--- src/hdl/ebw_pkg.sv ---
// Package for the chip-select-five wait/acknowledge cycle engine.
// Assumes one system clock; all pins synchronous to it.
package ebw_pkg;

	localparam int CLK_MHZ = 20;
	// Bus time-out window in system clock counts
	localparam int TIMEOUT_COUNTS = 1022;
	// Shortest chip-select pulse, in clocks
	localparam int CS_MIN_CLKS = 3;
	// Chip-select idle gap between back-to-back accesses, in clocks
	localparam int CS_GAP_CLKS = 1;
	// Write data kept after the write strobe negates, in clocks
	localparam int WDATA_HOLD_CLKS = 2;
	// Read strobe drop to chip-select drop, whole clocks
	localparam int RD_TAIL_CLKS = 1;
	// Write strobe drop to chip-select drop, whole clocks
	localparam int WR_TAIL_CLKS = 2;
	// Wait seen to strobe negation, in clocks
	localparam int RD_WAIT_CLKS = 2;
	localparam int WR_WAIT_CLKS = 1;
	// Bit position of the byte-enable control bit in the control word
	localparam int BYTE_EN_CTRL_BIT = 11;
	localparam logic [5:0] WSC_ALL_ONES = 6'h3f;
	localparam int ADDR_W = 24;
	localparam int DATA_W = 16;

	typedef enum logic [2:0] {
		ST_IDLE,
		ST_GAP,
		ST_ACTIVE,
		ST_STROBE_END,
		ST_TAIL
	} ebw_state_e;

	typedef struct packed {
		logic [5:0] wait_state_count;
		logic ack_source_select;
		logic byte_enable_control;
		logic [3:0] read_strobe_assert_delay;
		logic [3:0] select_assert_delay;
		logic [3:0] write_enable_assert_delay;
	} ebw_cfg_s;

	typedef struct packed {
		logic write;
		logic dma;
		logic [ADDR_W-1:0] addr;
		logic [DATA_W-1:0] wdata;
		logic [1:0] byte_sel;
	} ebw_req_s;

	typedef struct packed {
		logic chip_select_five_n;
		logic rw_n;
		logic oe_n;
		logic [1:0] byte_lane_enable_n;
		logic [ADDR_W-1:0] addr;
		logic [DATA_W-1:0] dout;
		logic dout_oe;
	} ebw_pins_s;

endpackage

--- src/hdl/ebw_cycle.sv ---
// Chip-select-five access cycle engine with external wait termination.
// Assumes requests, config and the wait input are synchronous to clk.
// Functional notes
// RULE1 - Read strobe delay follows read assert field
// RULE2 - Read byte enables only when control bit clear
// RULE3 - Read start: address and chip select together
// RULE4 - Write start: address and write strobe together
// RULE5 - Write select and byte delays follow fields
// RULE6 - Internal wait mode ignores external wait input
// RULE7 - Peripheral asserts wait within 1020 clocks
// RULE8 - Wait low 0..1019 clocks, 1..1020 wide
// RULE9 - Read strobe negates 2-3 clocks after wait
// RULE10 - Read data ready one clock after wait
// RULE11 - Read strobe drops before chip select
// RULE12 - Write strobe negates 1-2 clocks after wait
// RULE13 - Write strobe drops before chip select
// RULE14 - Write data held two clocks after strobe
// RULE15 - DMA back-to-back: one idle clock minimum
// RULE16 - Chip select lasts at least three clocks
// RULE17 - Time-out raises bus error after 1022 counts
// RULE18 - Only region five uses external acknowledge
// RULE19 - Wait sampled synchronously, state steps on clock
`timescale 1ns/1ps
module ebw_cycle (
	// Clock and reset
	input wire logic clk,
	input wire logic arst_n,
	input wire logic ce,
	// Configuration
	input wire ebw_pkg::ebw_cfg_s cfg,
	input wire logic region_is_five,
	// Request
	input wire logic req_valid,
	output logic req_ready,
	input wire ebw_pkg::ebw_req_s req,
	// Answer
	output logic done,
	output logic bus_error,
	output logic [ebw_pkg::DATA_W-1:0] rdata,
	// Pins
	input wire logic data_ack_input_n,
	input wire logic [ebw_pkg::DATA_W-1:0] din,
	output ebw_pkg::ebw_pins_s pins
);

	typedef struct packed {
		ebw_pkg::ebw_state_e state;
		ebw_pkg::ebw_req_s cur;
		logic ack_seen;
		logic [1:0] ack_dly;
		logic [1:0] tail;
		logic [1:0] hold;
		logic done;
		logic bus_error;
		logic [ebw_pkg::DATA_W-1:0] rdata;
		ebw_pkg::ebw_pins_s pins;
	} ebw_st_s;

	ebw_st_s st_ff;
	ebw_st_s nxt_st;
	logic [10:0] age;
	logic age_clr;
	logic use_ext_ack;
	logic ack_now;
	logic [3:0] strobe_dly;
	logic [3:0] cs_dly;
	logic cs_on_n;

	// Phase counter from cycle start; shared by delays, wait and time-out
	ebw_cnt u_age (
		.clk(clk),
		.arst_n(arst_n),
		.ce(ce),
		.clr(age_clr),
		.inc(st_ff.state == ebw_pkg::ST_ACTIVE),
		.count(age)
	);

	// External acknowledge only on region five with the external source
	assign use_ext_ack = cfg.ack_source_select && region_is_five; // RULE18
	// Internal mode never looks at the pin, so it may float
	assign ack_now = use_ext_ack ? !data_ack_input_n // RULE6 RULE19
		: (age >= {5'h00, cfg.wait_state_count});
	assign strobe_dly = st_ff.cur.write ? cfg.write_enable_assert_delay
		: cfg.read_strobe_assert_delay;
	assign cs_dly = st_ff.cur.write ? cfg.select_assert_delay : 4'h0;
	assign req_ready = (st_ff.state == ebw_pkg::ST_IDLE);
	assign age_clr = (st_ff.state != ebw_pkg::ST_ACTIVE);
	// Select delay counts clocks from cycle start; zero means at once
	assign cs_on_n = (cs_dly != 4'h0) && (age < {7'h00, cs_dly - 4'h1});

	always_comb begin
		nxt_st = st_ff;
		nxt_st.done = 1'b0;
		nxt_st.bus_error = 1'b0;
		unique case (st_ff.state)
			ebw_pkg::ST_IDLE: begin
				if (req_valid) begin
					nxt_st.cur = req;
					nxt_st.ack_seen = 1'b0;
					nxt_st.ack_dly = 2'h0;
					nxt_st.state = ebw_pkg::ST_ACTIVE;
					nxt_st.pins.addr = req.addr; // RULE3 RULE4
					nxt_st.pins.rw_n = !req.write; // RULE4
					// Writes may delay the select; reads assert it now
					nxt_st.pins.chip_select_five_n =
						req.write && (cfg.select_assert_delay != 4'h0); // RULE3 RULE5
					if (req.write) begin
						nxt_st.pins.dout = req.wdata;
						nxt_st.pins.dout_oe = 1'b1;
					end
				end
			end
			ebw_pkg::ST_ACTIVE: begin
				nxt_st.pins.chip_select_five_n = cs_on_n; // RULE5
				if (age >= {7'h00, strobe_dly}) begin
					if (st_ff.cur.write) begin
						nxt_st.pins.byte_lane_enable_n = ~st_ff.cur.byte_sel; // RULE5
					end else begin
						nxt_st.pins.oe_n = 1'b0; // RULE1
						if (!cfg.byte_enable_control) begin
							nxt_st.pins.byte_lane_enable_n = ~st_ff.cur.byte_sel; // RULE2
						end
					end
				end
				if (ack_now) begin
					nxt_st.ack_seen = 1'b1;
				end
				if (ack_now || st_ff.ack_seen) begin
					nxt_st.ack_dly = st_ff.ack_dly + 2'h1;
				end
				// Data valid one clock after wait; capture at strobe end
				if (st_ff.ack_seen && !st_ff.cur.write) begin
					nxt_st.rdata = din; // RULE10
				end
				// Select must already be low so its pulse reaches three clocks
				if ((st_ff.ack_seen || ack_now) && age >= 11'd2 &&
					!st_ff.pins.chip_select_five_n &&
					st_ff.ack_dly + 2'h1 >= (st_ff.cur.write ?
					2'(ebw_pkg::WR_WAIT_CLKS) : 2'(ebw_pkg::RD_WAIT_CLKS))) begin
					nxt_st.pins.oe_n = 1'b1; // RULE9
					nxt_st.pins.rw_n = 1'b1; // RULE12
					nxt_st.pins.byte_lane_enable_n = 2'h3;
					nxt_st.pins.chip_select_five_n = 1'b0; // RULE16
					nxt_st.tail = st_ff.cur.write ?
						2'(ebw_pkg::WR_TAIL_CLKS) : 2'(ebw_pkg::RD_TAIL_CLKS);
					nxt_st.hold = 2'(ebw_pkg::WDATA_HOLD_CLKS);
					nxt_st.state = ebw_pkg::ST_TAIL; // RULE11 RULE13
				end else if (use_ext_ack &&
					age >= 11'(ebw_pkg::TIMEOUT_COUNTS)) begin
					// Peripheral never answered; abandon the cycle
					nxt_st.bus_error = 1'b1; // RULE17
					nxt_st.pins = '{chip_select_five_n: 1'b1, rw_n: 1'b1,
						oe_n: 1'b1, byte_lane_enable_n: 2'h3,
						addr: st_ff.pins.addr, dout: st_ff.pins.dout,
						dout_oe: 1'b0};
					nxt_st.state = ebw_pkg::ST_GAP;
				end
			end
			ebw_pkg::ST_TAIL: begin
				nxt_st.tail = st_ff.tail - 2'h1;
				if (st_ff.hold != 2'h0) begin
					nxt_st.hold = st_ff.hold - 2'h1;
				end else begin
					nxt_st.pins.dout_oe = 1'b0;
				end
				if (st_ff.tail <= 2'h1) begin
					nxt_st.pins.chip_select_five_n = 1'b1; // RULE11 RULE13
					nxt_st.state = ebw_pkg::ST_STROBE_END;
				end
			end
			ebw_pkg::ST_STROBE_END: begin
				// Write data still held until its count expires
				if (st_ff.hold > 2'h1) begin
					nxt_st.hold = st_ff.hold - 2'h1;
				end else begin
					nxt_st.pins.dout_oe = 1'b0; // RULE14
					nxt_st.done = 1'b1;
					nxt_st.state = ebw_pkg::ST_GAP;
				end
			end
			ebw_pkg::ST_GAP: begin
				// One idle clock keeps DMA bursts from merging selects
				nxt_st.state = ebw_pkg::ST_IDLE; // RULE15
			end
			default: begin
				nxt_st.state = ebw_pkg::ST_IDLE;
			end
		endcase
	end

	always_ff @(posedge clk or negedge arst_n) begin
		if (!arst_n) begin
			st_ff <= '0;
			st_ff.state <= ebw_pkg::ST_IDLE;
			st_ff.pins.chip_select_five_n <= 1'b1;
			st_ff.pins.rw_n <= 1'b1;
			st_ff.pins.oe_n <= 1'b1;
			st_ff.pins.byte_lane_enable_n <= 2'h3;
		end else if (ce) begin
			st_ff <= nxt_st; // RULE19
		end
	end

	assign pins = st_ff.pins;
	assign done = st_ff.done;
	assign bus_error = st_ff.bus_error;
	assign rdata = st_ff.rdata;

	// Helper: cycles chip select has been low
	logic [10:0] cs_low_cnt;
	always_ff @(posedge clk or negedge arst_n) begin
		if (!arst_n) begin
			cs_low_cnt <= 11'h000;
		end else if (ce) begin
			cs_low_cnt <= st_ff.pins.chip_select_five_n ? 11'h000
				: cs_low_cnt + 11'h001;
		end
	end

	property p_cs_width;
		@(posedge clk) disable iff (!arst_n)
		(ce && $rose(st_ff.pins.chip_select_five_n)) |-> cs_low_cnt >= 11'd3;
	endproperty
	a_cs_width: assert property (p_cs_width) // RULE16
		else $error("chip select pulse shorter than three clocks");

	property p_cs_gap;
		@(posedge clk) disable iff (!arst_n)
		$rose(st_ff.pins.chip_select_five_n) |=> st_ff.pins.chip_select_five_n;
	endproperty
	a_cs_gap: assert property (p_cs_gap) // RULE15
		else $error("chip select reasserted without idle clock");

	property p_rd_start;
		@(posedge clk) disable iff (!arst_n)
		(ce && req_valid && req_ready && !req.write) |=>
			(!st_ff.pins.chip_select_five_n && st_ff.pins.addr == $past(req.addr));
	endproperty
	a_rd_start: assert property (p_rd_start) // RULE3
		else $error("read start without select and address");

	property p_wr_start;
		@(posedge clk) disable iff (!arst_n)
		(ce && req_valid && req_ready && req.write) |=>
			(!st_ff.pins.rw_n && st_ff.pins.addr == $past(req.addr));
	endproperty
	a_wr_start: assert property (p_wr_start) // RULE4
		else $error("write start without strobe and address");

	property p_oe_before_cs;
		@(posedge clk) disable iff (!arst_n)
		(ce && $rose(st_ff.pins.oe_n) && !st_ff.cur.write &&
			st_ff.state == ebw_pkg::ST_TAIL) |->
			!st_ff.pins.chip_select_five_n ##1 st_ff.pins.chip_select_five_n;
	endproperty
	a_oe_before_cs: assert property (p_oe_before_cs) // RULE11
		else $error("read strobe to select spacing wrong");

	property p_rw_before_cs;
		@(posedge clk) disable iff (!arst_n)
		(ce && $rose(st_ff.pins.rw_n) && st_ff.state == ebw_pkg::ST_TAIL) |->
			!st_ff.pins.chip_select_five_n ##2 st_ff.pins.chip_select_five_n;
	endproperty
	a_rw_before_cs: assert property (p_rw_before_cs) // RULE13
		else $error("write strobe to select spacing wrong");

	property p_wdata_hold;
		@(posedge clk) disable iff (!arst_n)
		(ce && $rose(st_ff.pins.rw_n) && st_ff.state == ebw_pkg::ST_TAIL) |->
			st_ff.pins.dout_oe [*2];
	endproperty
	a_wdata_hold: assert property (p_wdata_hold) // RULE14
		else $error("write data dropped too early");

	property p_rd_ebe;
		@(posedge clk) disable iff (!arst_n)
		(!st_ff.cur.write && cfg.byte_enable_control &&
			st_ff.state == ebw_pkg::ST_ACTIVE && $stable(cfg))
			|=> st_ff.pins.byte_lane_enable_n == 2'h3;
	endproperty
	a_rd_ebe: assert property (p_rd_ebe) // RULE2
		else $error("read byte enable despite control bit");

	property p_timeout;
		@(posedge clk) disable iff (!arst_n)
		bus_error |-> $past(age) >= 11'd1022;
	endproperty
	a_timeout: assert property (p_timeout) // RULE17
		else $error("bus error before time-out count");

	property p_rd_wait_oe;
		@(posedge clk) disable iff (!arst_n || !ce)
		(st_ff.state == ebw_pkg::ST_ACTIVE && !st_ff.cur.write &&
			use_ext_ack && ack_now && !st_ff.ack_seen) |->
			##[2:3] st_ff.pins.oe_n;
	endproperty
	a_rd_wait_oe: assert property (p_rd_wait_oe) // RULE9
		else $error("read strobe late after wait");

	property p_wr_wait_rw;
		@(posedge clk) disable iff (!arst_n || !ce)
		(st_ff.state == ebw_pkg::ST_ACTIVE && st_ff.cur.write &&
			use_ext_ack && ack_now && !st_ff.ack_seen &&
			!st_ff.pins.chip_select_five_n) |-> ##[1:2] st_ff.pins.rw_n;
	endproperty
	a_wr_wait_rw: assert property (p_wr_wait_rw) // RULE12
		else $error("write strobe late after wait");

	c_read: cover property (@(posedge clk) disable iff (!arst_n)
		done && !st_ff.cur.write);
	c_write: cover property (@(posedge clk) disable iff (!arst_n)
		done && st_ff.cur.write);
	c_dma: cover property (@(posedge clk) disable iff (!arst_n)
		done && st_ff.cur.dma ##3 !st_ff.pins.chip_select_five_n);
	c_error: cover property (@(posedge clk) disable iff (!arst_n) bus_error);

endmodule

--- src/hdl/ebw_cnt.sv ---
// Saturating cycle counter with clear; used for wait and time-out counts.
// Assumes clear and enable are synchronous to clk.
`timescale 1ns/1ps
module ebw_cnt (
	// Clock and reset
	input wire logic clk,
	input wire logic arst_n,
	input wire logic ce,
	// Control
	input wire logic clr,
	input wire logic inc,
	// Count
	output logic [10:0] count
);

	typedef struct packed {
		logic [10:0] cnt;
	} ebw_cnt_s;

	ebw_cnt_s st_ff;
	ebw_cnt_s nxt_st;

	always_comb begin
		nxt_st = st_ff;
		if (clr) begin
			nxt_st.cnt = 11'h000;
		end else if (inc && st_ff.cnt != 11'h7ff) begin
			nxt_st.cnt = st_ff.cnt + 11'h001;
		end
	end

	always_ff @(posedge clk or negedge arst_n) begin
		if (!arst_n) begin
			st_ff <= '0;
		end else if (ce) begin
			st_ff <= nxt_st;
		end
	end

	assign count = st_ff.cnt;

endmodule

--- config.mk ---
export PLATFORM = sky130hd
export DESIGN_NAME = ebw_cycle
export DESIGN_NICKNAME = d
export VERILOG_FILES = /design/src/hdl/ebw_pkg.sv /design/src/hdl/ebw_cycle.sv /design/src/hdl/ebw_cnt.sv
export SDC_FILE = /design/constraint.sdc
export NUM_CORES = 1
export LEC_CHECK = 0
export BUFFER_PORTS_ARGS = -buffer_cell sky130_fd_sc_hd__clkbuf_2
export CORE_ASPECT_RATIO = 0.6
export CORE_MARGIN = 4
export CORE_UTILIZATION = 40
export CTS_CLUSTER_DIAMETER = 200
export DETAILED_ROUTE_END_ITERATION = 8
export PLACE_DENSITY = 0.73
export SYNTH_ARGS = -nofsm -noshare
export SYNTH_HDL_FRONTEND = slang
export SYNTH_HIERARCHICAL = 1
export SYNTH_SLANG_ARGS = --single-unit
--- constraint.sdc ---
create_clock -name clk -period 3.5 [get_ports clk]
set_input_delay 0.35 -clock clk [delete_from_list [all_inputs] [get_ports clk]]
set_output_delay 0.35 -clock clk [all_outputs]
set_load 0.05 [all_outputs]
=== After elaboration in Yosys (flattened, before gate mapping) ===
Index checks and enable logic that the tools add are counted.

* Add/subtract/negate cells: 5
* Magnitude comparators: 8
* Eq/ne operators: 20
* Mux-type cells: 44
* Bitwise logic cells: 2
* Reductions and logical operators: 40

{| class="wikitable"
|+ Operators by type and width
! operator !! count
|-
| two-way mux 41 bit || 2
|-
| case mux 40 bit (2 select lines) || 1
|-
| two-way mux 50 bit || 1
|-
| two-way mux 46 bit || 1
|-
| two-way mux 17 bit || 2
|-
| AND reduction 4 bit || 7
|-
| two-way mux 11 bit || 2
|-
| inequality test 2 bit, second input constant || 11
|-
| two-way mux 16 bit || 1
|-
| two-way mux 2 bit || 8
|-
| two-way mux 3 bit || 5
|-
| AND reduction 5 bit || 3
|-
| two-way mux 4 bit || 3
|-
| case mux 3 bit (4 select lines) || 1
|-
| nonzero test 4 bit || 3
|-
| adder 11 x 1 -> 11 bit, second input constant || 1
|-
| greater-or-equal comparator 11 x 10 -> 1 bit, second input constant || 1
|-
| greater-or-equal comparator 11 x 2 -> 1 bit, second input constant || 1
|-
| greater-or-equal comparator 11 x 4 -> 1 bit || 1
|-
| greater-or-equal comparator 11 x 6 -> 1 bit || 1
|-
| less-than comparator 11 x 4 -> 1 bit || 1
|-
| inequality test 11 bit, second input constant || 1
|-
| two-way mux 1 bit || 10
|-
| logical AND 1 bit || 9
|-
| other kinds (30) || 42
|}

* Bits in registers: 129
* Input bits: 86
* Output and inout port bits: 65
* Word-level logic and storage cells: 140

=== Longest topological paths before layout ===
Gate-level depths: netlist (run 1).

* Depth after elaboration: 8
* Gate-level depth with buffers: 11
* Mapped depth without buffers: 10

=== Hierarchy ===
Netlist (run 1), hierarchy kept.

{| class="wikitable"
|+ By module, submodules not included
! module !! instances !! cells an instance !! area each (sq um) !! sequential area each (sq um)
|-
| ebw_cycle || 1 || 437 || 4,381.7 || 1,933.1
|-
| ebw_cnt || 1 || 77 || 684.4 || 275.3
|}

=== Worst setup path after synthesis (run 1) ===
OpenSTA, ideal clock, no wires.

* Path type: reg-to-reg
* Start: register st_ff[114] (netlist bit)
* End: register, netlist name pins[45]
* Setup time: 0.060 ns
* Data arrival time: 2.446 ns
* Required time: 3.440 ns
* Path slack: 0.993 ns
* Stages on the path, launching flop included: 12
* Buffers on the path: 1
* Clock period less this slack: 2.507 ns
* Path through: dfrtp_1 > clkbuf_1 > nand2_1 > ha_1 > xor2_1 > ha_1 > a21oi_1 > o21ai_0 > a221oi_1 > a21oi_1 > o311ai_1 > o21a_1

* Cells in the longest elaborated chain, start to end: 7
* Elaborated cells on any way between the ends: 11
* Those cells by class: add/sub: 1; order compare: 2; mux: 5; reduce/logical: 3

{| class="wikitable"
|+ Ends and longest elaborated chain
! element !! line !! source
|-
| start, declared || ebw_cycle.sv:59 || <nowiki>ebw_st_s st_ff;</nowiki>
|-
| start signal, assigned || ebw_cycle.sv:201 || <nowiki>st_ff <= nxt_st;</nowiki>
|-
| two-way mux 4 bit || ebw_cycle.sv:86 || <nowiki>assign cs_dly = st_ff.cur.write ? cfg.select_assert_delay : 4'h0;</nowiki>
|-
| subtractor 4 x 1 -> 4 bit || ebw_cycle.sv:90 || <nowiki>assign cs_on_n = (cs_dly != 4'h0) && (age < {7'h00, cs_dly - 4'h1});</nowiki>
|-
| less-than comparator 11 x 4 -> 1 bit || ebw_cycle.sv:90 ||
|-
| logical AND 1 bit || ebw_cycle.sv:90 ||
|-
| two-way mux 46 bit || ebw_cycle.sv:149 || <nowiki>end else if (use_ext_ack &&</nowiki>
|-
| two-way mux 5 bit * || ebw_cycle.sv:137 || <nowiki>if ((st_ff.ack_seen || ack_now) && age >= 11'd2 &&</nowiki>
|-
| case mux 1 bit (3 select lines) * || ebw_cycle.sv:96 || <nowiki>unique case (st_ff.state)</nowiki>
|}

Every way passes the cells marked *; elsewhere a longest branch is shown, timed or not. The select of a mux whose other input is x is not followed.
A chain may end at the register's enable or synchronous reset.

=== Worst setup path after layout (run 1) ===
* Start: register st_ff[117] (netlist bit)
* End: register u_age.st_ff (netlist bit u_age/count[7])

* Elaborated cells on any way between the ends: 6
* Those cells by class: eq/ne: 2; mux: 1; reduce/logical: 3

{| class="wikitable"
|+ RTL lines
! element !! line !! source
|-
| inequality test 3 x 2 -> 1 bit * || ebw_cycle.sv:88 || <nowiki>assign age_clr = (st_ff.state != ebw_pkg::ST_ACTIVE);</nowiki>
|-
| via age_clr || ebw_cycle.sv:62 || <nowiki>logic age_clr;</nowiki>
|-
| nonzero test 2 bit (no line) || - ||
|-
| AND reduction 2 bit (no line) || - ||
|-
| end signal, assigned || ebw_cnt.sv:36 || <nowiki>st_ff <= nxt_st;</nowiki>
|-
| end, declared || ebw_cnt.sv:20 || <nowiki>ebw_cnt_s st_ff;</nowiki>
|}

Mark *: on every way through the listed nets, which the timed path passes. The rest lies on a longest branch.

==> flow_metrics.py, run 1 <==
metrics = {
    "final_layout": {
        "drive_gt1_share_pct": 34.5,
        "diodes": 0,
        "fin_area_sq_mm": 0.00582,
        "final_util_pct": 47.6,
        "nets": 710,
        "synthToLayoutAreaGrowth_pct": 14.8,
    },
    "synthesis": {
        "synth_top_area_cell": "dfrtp_1",
        "synthFlopType": "dfrtp_1",
        "synthCells": 514,
        "synth_area_leaders": "dfrtp_1, buf_4, nand2_1",
        "synth_enable_flop_cells": 0,
        "yosys_warnings": 6,
        "synthesis.nets": 621,
        "async_reset_ff_share_pct": 100,
        "netlist_area_sq_mm": 0.00507,
        "synthesis.area_per_instance_sq_um": 9.86,
        "yosysSeqAreaShare_pct": 43.6,
        "yosysTopAreaCellShare_pct": 41.0,
        "synth.distinct_cells": 73,
        "synth-seq-cells": 88,
    },
    "power": {
        "combPwrFrac_pct": 53.3,
        "finalPower_uw": 6130,
        "switching_share_pct": 51.0,
        "p_clk_share_pct": 15.7,
        "pwr-share-seq_pct": 31.0,
        "internal_power_uw": 3010,
        "net-switching-power_uw": 3130,
        "p_per_area_mw_per_mm2": 1050,
        "ir_worst_vdd_mv": 0.558,
        "power_leakage_uw": 0.00294,
    },
    "critical_path": {
        "reg2reg_depth": 7,
        "r2r-start": "st_ff[117]",
        "crit_fanout": 14,
        "path_class": "flip-flop to flip-flop",
        "cp_top_family": "simple AND/OR/NAND/NOR gates",
        "cpPeakStageDelay_ps": 560,
        "path_cells": "nor2_8, nand2_2, inv_1, nand4_1, or3_1, or4_1, o311ai_1",
        "crit_buf_inv": 1,
        "endpoint_kind": "flip-flop",
        "cpMaxStageDelayCell": "dfrtp_1",
        "crit_required_ps": 3730,
        "startpoint_type": "flip-flop",
        "cp.arrival_ps": 2980,
        "r2r_slack_ps": 750,
        "r2r_end": "u_age/count[7]",
    },
    "clock_tree": {
        "clock_path_buffers": 2,
        "ctsRootBufferMaster": "clkbuf_16",
        "htreeDepth": 3,
        "postCtsHoldBufs": 0,
        "insertion_delay_ps": 330,
        "cts_sinks": 88,
        "cts_made_buffers": 9,
        "cts_resized": 0,
        "cts_setup_buffers": 0,
        "cts_tree": "built",
        "clk_pin_slew_ps": 70,
    },
    "global_routing": {
        "grt_pass1_vias": 3907,
        "grt_usage_pct": 16.5,
        "grt-ovfl-total": 0,
        "grt_pass1_wl_um": 19600,
        "antenna_found_initial": 0,
        "grt_max_degree": 89,
    },
    "placement": {
        "placed_area_sq_mm": 0.00552,
        "place_hpwl_um": 9080,
        "place_ws_ps": 845,
        "gp_congestion": 0.859,
        "io_buffers": 149,
    },
    "sta": {
        "setup_tns_ps": 0,
        "slew_headroom_pct": 25.1,
        "fin_crit_ps": 2750,
        "fin_ws_ps": 748,
        "setup_viol": 0,
        "rsz0062_at_grt": "no",
        "fin_worst_skew_ps": 7.18,
        "finalMaxSlewViolations": 0,
        "fmax_ghz": 0.363,
        "min_period_over_period_pct": 78.6,
        "hold_viol_final": 0,
        "worst_pin_slew_ps": 1120,
    },
    "routing": {
        "drt_iter0_markers": 347,
        "totalWireLength_um": 12000,
        "vias": 3969,
        "vias_per_cell": 5.13,
        "ant_nets": 0,
        "post_drt_wl_per_cell_um": 15.5,
        "first_pass_iters": 5,
        "remaining_drc_errors": 0,
    },
    "die": {
        "rows": 31,
        "die_area_sq_mm": 0.0146,
        "dieWidth_um": 153,
        "core_sq_mm": 0.0122,
        "initial_core_util_pct": 41.5,
        "fp.dieH_um": 95.2,
        "ios": 151,
    },
    "job": {
        "drv_cap": 0,
    },
    "outcome": {
        "outcome": "completed",
    },
    "worst_hold_path": {
        "hold_class": "input port to asynchronous set/reset pin",
    },
}
placed cells by master, fill, tap and decap left out, types with 4 or more instances in the layout:
master       n
nor3_1      11
o21ai_0      9
nor2b_1      8
nor2_1      18
buf_4        4
nand2b_1     5
a31oi_1      7
mux2_4       6
nand2_1    110
nand3_1      6
a311o_1      5
clkbuf_16    9
o21ai_1      4
mux2i_1      4
dfrtp_1     83
dfstp_2      5
inv_1       21
mux2_2       7
a21oi_1     18
ha_1        21
mux2_1      20
clkbuf_2   148
synth_stat cells (6+ instances only):
cell type / instances
nor2b_1: 8
a31oi_1: 7
a21oi_1: 18
mux2_2: 7
o21ai_0: 9
dfrtp_1: 83
nand3_1: 6
mux2_1: 20
nand2_1: 110
clkbuf_1: 6
nor3_1: 11
mux2_4: 6
ha_1: 21
nor2_1: 18
inv_1: 21
buf_4: 64
layer usage:
| layer | global-route usage (%) | part of all wire (%) |
|---|---|---|
| met1 | 22.6 | 47 |
| met2 | 25.5 | 45 |
| met3 | 4.85 | 7.1 |
| met4 | 4.97 | 1.1 |
| met5 | 0 | 0 |
flip-flops by register name, indices dropped and copies added, names as in the netlist:
signal,cells
st_ff,13
done,1
bus_error,1
u_age/count,11
rdata,16
pins,46
logic make-up after synthesis:
family	count (synthesis)	share of synthesized area, %
AO/OA/AOI/OAI	80	12.2
XOR/XNOR	2	0.346
adder cells (fa/ha/maj)	21	5.19
buffers and inverters	96	12.1
flip-flops	88	43.6
multiplexers	37	8.57
AND/OR/NAND/NOR	190	18.1
power by group through the flow:
| stage | logic [uW] | registers [uW] | clock network (uW) |
|---|---|---|---|
| after floorplan | 3110 | 1770 | 0 |
| after global placement | 3210 | 1880 | 0 |
| after detailed placement | 3280 | 1920 | 0 |
| after CTS | 3280 | 1900 | 997 |
| after global routing | 3520 | 1970 | 1040 |
| final | 3270 | 1900 | 965 |
how the worst max path moves through the flow:
stage,slack [ps],to,cells after the start,from
2_1_floorplan,990,pins[45],11,st_ff[114]
3_3_place_gp,910,u_age/count[7],7,st_ff[117]
3_5_place_dp,840,u_age/count[7],7,st_ff[117]
4_1_cts,820,u_age/count[7],7,st_ff[117]
5_1_grt,610,u_age/count[9],7,st_ff[117]
6_report,750,u_age/count[7],7,st_ff[117]
stage by stage:
stage	instances	hold WS (ps)
2_1_floorplan	514	54.4
3_3_place_gp	757	427
3_5_place_dp	757	436
4_1_cts	773	190
5_1_grt	773	180
6_report	773	207
worst register-to-register path, cell delays in order, from the launching register on:
cell      delay (ps)
dfrtp_1          560
nor2_8           230
nand2_2          220
inv_1            400
nand4_1          230
or3_1            440
or4_1            480
o311ai_1         100
final cells by class:
type                    count  area [sq um]
clock buffers               9           225
clock inverters             7          76.3
fillers                  1154          6400
inverters                  22          83.8
multi-input cells         330          2250
flip-flops and latches     88          2210
well taps                 165           206
repair buffers            152           771
Note: power is estimated with default switching activity, not from simulation.
==> inputs of run 2 (changes only) <==
--- a/config.mk
+++ b/config.mk
@@ -11,7 +11,7 @@
 export CORE_UTILIZATION = 40
 export CTS_CLUSTER_DIAMETER = 200
 export DETAILED_ROUTE_END_ITERATION = 8
-export PLACE_DENSITY = 0.73
+export PLACE_DENSITY = 0.75
 export SYNTH_ARGS = -nofsm -noshare
 export SYNTH_HDL_FRONTEND = slang
 export SYNTH_HIERARCHICAL = 1
==> constraint.sdc (replaced) <==
create_clock -name clk -period 2.3 [get_ports clk]
set_input_delay 0.23 -clock clk [delete_from_list [all_inputs] [get_ports clk]]
set_output_delay 0.23 -clock clk [all_outputs]
set_load 0.05 [all_outputs]
==> run 2 against run 1 <==
Compared with the run above:
- routed wire length grew 5.7%
- flip-flop and latch count unchanged
- clock-buffer cell count unchanged
- critical path depth up 2
- global-route usage rose by 0.93 points
- register-to-register slack got worse by 730 ps
- final area increased by 3.2%
- sequential power up 47%
- combinational power is 65% higher
- setup slack lost 730 ps
==> flow_metrics.py, run 2 (same netlist as run 1, synthesis figures left out) <==
metrics = {
    "outcome": {
        "outcome": "completed",
    },
    "power": {
        "ir_worst_vdd_mv": 0.717,
        "power_leakage_uw": 0.00305,
        "p_per_area_mw_per_mm2": 1590,
    },
    "routing": {
        "totalWireLength_um": 12700,
        "post_drt_wl_per_cell_um": 15.9,
        "ant_nets": 0,
        "vias_per_cell": 5.17,
        "drt_iter0_markers": 194,
        "vias": 4111,
        "remaining_drc_errors": 0,
        "first_pass_iters": 4,
    },
    "die": {
        "core_sq_mm": 0.0122,
        "rows": 31,
        "initial_core_util_pct": 41.5,
        "ios": 151,
        "dieWidth_um": 153,
        "die_area_sq_mm": 0.0146,
        "fp.dieH_um": 95.2,
    },
    "sta": {
        "setup_tns_ps": 0,
        "rsz0062_at_grt": "yes",
        "fin_crit_ps": 2280,
        "fmax_ghz": 0.438,
        "fin_ws_ps": 18.1,
        "min_period_over_period_pct": 99.2,
        "finalMaxSlewViolations": 0,
        "fin_worst_skew_ps": 12.5,
        "slew_headroom_pct": 62.9,
        "worst_pin_slew_ps": 557,
        "setup_viol": 0,
        "hold_viol_final": 0,
    },
    "final_layout": {
        "multi_input_area_sq_mm": 0.00228,
        "mostFrequentLayoutCells": "clkbuf_2, nand2_1, dfrtp_1",
        "fillers": 1140,
        "synthToLayoutAreaGrowth_pct": 18.5,
        "final_common_cell": "clkbuf_2",
        "ff_latch_area_sq_mm": 0.00221,
        "drive_gt1_share_pct": 38.1,
        "largest_register_ffs": 46,
        "nets": 732,
        "diodes": 0,
        "top_register": "pins",
    },
    "critical_path": {
        "startpoint_type": "flip-flop",
        "cpPeakStageDelay_ps": 440,
        "path_class": "flip-flop to flip-flop",
        "cp.arrival_ps": 2520,
        "path_cells": "buf_4, mux2_2, ha_1, nor2b_1, o21ai_2, a2111oi_4, nor3_2, o31ai_2, a32oi_1",
        "cp_top_family": "compound AO/OA/AOI/OAI gates",
        "crit_required_ps": 2540,
        "cpMaxStageDelayCell": "dfrtp_2",
        "endpoint_kind": "flip-flop",
        "crit_buf_inv": 1,
        "crit_fanout": 7,
    },
    "clock_tree": {
        "clk_pin_slew_ps": 70,
        "cts_made_buffers": 9,
        "cts_sinks": 88,
        "insertion_delay_ps": 330,
        "cts_tree": "built",
        "htreeDepth": 3,
        "clock_path_buffers": 2,
        "ctsRootBufferMaster": "clkbuf_16",
    },
    "global_routing": {
        "grt_max_degree": 49,
        "grt_pass1_vias": 4135,
        "grt_pass1_wl_um": 20500,
        "grt-ovfl-total": 0,
        "grt_usage_pct": 17.4,
        "antenna_found_initial": 0,
    },
    "placement": {
        "place_ws_ps": 4.48,
        "gp_congestion": 0.898,
        "io_buffers": 149,
        "place_hpwl_um": 9850,
    },
    "worst_hold_path": {
        "hold_class": "input port to flip-flop",
    },
    "job": {
        "drv_cap": 0,
    },
}
## run 2: layer usage
| layer | vias up | GRT usage (%) | share of wire (%) |
|---|---|---|---|
| li1 | 1946 | - | - |
| met1 | 1980 | 23.4 | 45 |
| met2 | 162 | 27.9 | 46 |
| met3 | 23 | 4.81 | 7.2 |
| met4 | 0 | 5.11 | 1.6 |
| met5 | - | 0 | 0 |
## run 2: area by class of cell
| cell class | instances | share of cell area, % |
|---|---|---|
| clock buffer | 9 | 3.75 |
| clock inverter | 7 | 0.875 |
| inverter | 22 | 1.40 |
| multi-input combinational | 330 | 37.9 |
| sequential | 88 | 36.8 |
| tap | 165 | 3.44 |
| timing repair buffer | 174 | 15.8 |
## run 2: through the flow
step | hold slack, ps | cells | util (%) | total power [uW] | instance area, sq um
after floorplan | -65.6 | 514 | - | 7430 | 5070
after global placement | 241 | 772 | 46.2 | 7900 | 5640
after detailed placement | 250 | 772 | 46.2 | 8080 | 5640
after CTS | 76.7 | 791 | 48.7 | 9510 | 5950
after global routing | 81.7 | 795 | 49.2 | 10100 | 6010
final | 90.5 | 795 | 49.2 | 9540 | 6010
## run 2: final timing paths
kind | start | endpoint | slack, ps | cells after the start
setup / recovery | st_ff[114] | pins[41] | 20 | 9
hold / removal | req[18] | pins[17] | 90 | 3
setup reg to reg | st_ff[114] | pins[41] | 20 | 9
hold reg to reg | st_ff[72] | pins[42] | 460 | 1
max in group asynchronous | arst_n | pins[44] | 1140 | 3
min in group asynchronous | arst_n | u_age/count[1] | 420 | 2
## run 2: worst reg2reg max path, stage by stage, from the launching register on
cell and delay, ps:
dfrtp_2 440, buf_4 130, mux2_2 320, ha_1 270, nor2b_1 130, o21ai_2 80
a2111oi_4 350, nor3_2 100, o31ai_2 260, a32oi_1 110
## run 2: what timing repair did
item,4_1_cts,5_1_grt
hold buffers,1,0
hold endpoints to repair,40,0
setup endpoints to repair,1,6
gates resized for setup,0,9
buffers inserted,2,4
pin swaps,0,14
## run 2: power by group
part | switching [uW] | internal (uW)
combinational | 3740 | 1650
sequential | 499 | 2290
clock | 621 | 742
==> inputs of run 3 (changes only) <==
--- a/config.mk
+++ b/config.mk
@@ -6,7 +6,7 @@
 export NUM_CORES = 1
 export LEC_CHECK = 0
 export BUFFER_PORTS_ARGS = -buffer_cell sky130_fd_sc_hd__clkbuf_2
-export CORE_ASPECT_RATIO = 0.6
+export CORE_ASPECT_RATIO = 0.9
 export CORE_MARGIN = 4
 export CORE_UTILIZATION = 40
 export CTS_CLUSTER_DIAMETER = 200
==> run 3 against run 2 <==
Compared with the run above:
- flip-flop and latch count stayed put
- power is 0.53% lower
- utilization is 0.17 points lower
- cell count is 1.1% lower
- global-route usage is 1.4 points lower
- non-clock buffer count is 4 lower
- sequential share of layout area is 0.12 points higher
- first-iteration DRC count is 16% lower
- fmax is 4.0% higher
- routed wire length is 9.5% lower
- largest power group unchanged
==> flow_metrics.py, run 3 (same netlist as run 1, synthesis figures left out) <==
metrics = {
    "critical_path": {
        "path_class": "flip-flop to flip-flop",
        "endpoint_kind": "flip-flop",
        "reg2reg_depth": 10,
        "cp.arrival_ps": 2490,
        "crit_required_ps": 2590,
        "r2r-start": "st_ff[114]",
        "startpoint_type": "flip-flop",
        "startpoint": "st_ff[114]",
        "cpMaxStageDelayCell": "dfrtp_2",
        "crit_fanout": 5,
        "path_cells": "nand2_2, ha_2, xor2_1, ha_1, a21oi_2, o21ai_2, a221oi_2, a21oi_1, o311ai_1, o21a_1",
        "cpPeakStageDelay_ps": 420,
    },
    "worst_hold_path": {
        "hold_class": "input port to flip-flop",
        "hold_depth": 3,
        "min_from": "req[31]",
    },
    "die": {
        "core_sq_mm": 0.0122,
        "dieWidth_um": 127,
        "die_area_sq_mm": 0.0145,
        "rows": 38,
        "initial_core_util_pct": 41.5,
        "ios": 151,
        "fp.dieH_um": 115,
    },
    "clock_tree": {
        "htreeDepth": 3,
        "clk_pin_slew_ps": 70,
        "cts_tree": "built",
        "cts_made_buffers": 9,
        "insertion_delay_ps": 340,
        "cts_sinks": 88,
        "clock_path_buffers": 2,
        "ctsRootBufferMaster": "clkbuf_16",
    },
    "sta": {
        "setup_tns_ps": 0,
        "hold_viol_final": 0,
        "slew_headroom_pct": 62.2,
        "fmax_ghz": 0.456,
        "min_period_over_period_pct": 95.4,
        "rsz0062_at_grt": "yes",
        "setup_viol": 0,
        "fin_ws_ps": 105,
        "fin_crit_ps": 2190,
        "worst_pin_slew_ps": 566,
        "fin_worst_skew_ps": 8.41,
        "finalMaxSlewViolations": 0,
    },
    "routing": {
        "vias": 3955,
        "post_drt_wl_per_cell_um": 14.6,
        "first_pass_iters": 4,
        "vias_per_cell": 5.03,
        "totalWireLength_um": 11500,
        "ant_nets": 0,
        "drt_iter0_markers": 162,
        "remaining_drc_errors": 0,
    },
    "final_layout": {
        "final_common_cell": "clkbuf_2",
        "final_util_pct": 49.0,
        "synthToLayoutAreaGrowth_pct": 18.2,
        "largest_register_ffs": 46,
        "mostFrequentLayoutCells": "clkbuf_2, nand2_1, dfrtp_1",
        "fillers": 1147,
        "fin_area_sq_mm": 0.00599,
        "nets": 728,
        "diodes": 0,
        "multi_input_area_sq_mm": 0.00228,
        "top_register": "pins",
        "ff_latch_area_sq_mm": 0.00221,
        "drive_gt1_share_pct": 37.9,
    },
    "global_routing": {
        "grt_pass1_wl_um": 18800,
        "grt.met1_usage_pct": 20.0,
        "grt_max_degree": 44,
        "grt_pass1_vias": 3922,
        "globalRouteMet2Util_pct": 26.6,
        "busiest_layer": "met2",
        "antenna_found_initial": 0,
        "grt_usage_pct": 16.0,
        "grt-ovfl-total": 0,
        "grt_use_met3_pct": 4.69,
    },
    "placement": {
        "gp_congestion": 0.907,
        "placed_area_sq_mm": 0.00562,
        "place_hpwl_um": 8790,
        "place_ws_ps": 74.8,
        "io_buffers": 149,
    },
    "outcome": {
        "outcome": "completed",
    },
    "power": {
        "finalPower_uw": 9490,
        "internal_power_uw": 4740,
        "p_clk_share_pct": 15.3,
        "net-switching-power_uw": 4750,
        "power_leakage_uw": 0.00303,
        "switching_share_pct": 50.0,
        "ir_worst_vdd_mv": 0.620,
        "p_per_area_mw_per_mm2": 1590,
        "combPwrFrac_pct": 55.8,
        "pwr-share-seq_pct": 28.8,
    },
    "job": {
        "drv_cap": 0,
    },
}
## run 3: cell count changes in the layout (fill, tap and decap cells not counted), sizes merged
cell	delta
inv	-1
buf	-4
bufinv	+1
## run 3: power by group through the flow
stage,Clock [uW],Sequential [uW],Combinational (uW)
6_report,1460,2730,5300
2_1_floorplan,0,2700,4740
5_1_grt,1570,2850,5700
3_5_place_dp,0,2760,5220
3_3_place_gp,0,2710,5120
4_1_cts,1520,2740,5250
## run 3: critical path, delay by kind of cell (launching register included)
family / cells / cell delay (ps)
simple gates: 1 / 70
xor+xnor: 1 / 150
compound gates: 6 / 1000
flops: 1 / 420
fa+ha+maj: 2 / 500
## run 3: per-stage QoR
step,hold slack [ps],cells
4_1_cts,56.8,783
6_report,76.2,786
3_3_place_gp,47.8,766
2_1_floorplan,-65.6,514
5_1_grt,66.9,786
3_5_place_dp,48.1,766
## run 3: cell type report
type	count	share of cell area (%)
Clock inverter	7	1.30
Clock buffer	9	3.76
Timing Repair Buffer	170	15.2
Multi-Input combinational cell	330	38.1
Tap cell	160	3.34
Inverter	22	1.40
Sequential cell	88	36.9
## run 3: path summary, 6_finish.rpt
kind                                       end  slack, ps
worst max-delay path                  pins[45]        110
worst min-delay path                  pins[30]         80
worst max register to register        pins[45]        110
worst min register to register        pins[41]        450
max in group asynchronous             pins[33]       1310
min in group asynchronous       u_age/count[3]        240
## run 3: routing by layer
metal	vias up	part of all wire (%)	routed length [um]
met1	1871	42	4770
met5	-	0	0
met4	0	1.6	189
met2	129	49	5650
met3	15	7.4	849
li1	1940	-	-
## run 3: what timing repair did
item                                    in CTS  in global routing
buffers inserted                             0                  3
gates resized for setup                      0                 10
endpoints found under the setup margin       0                  3
hold buffers                                 1                  0
hold endpoints to repair                     5                  0
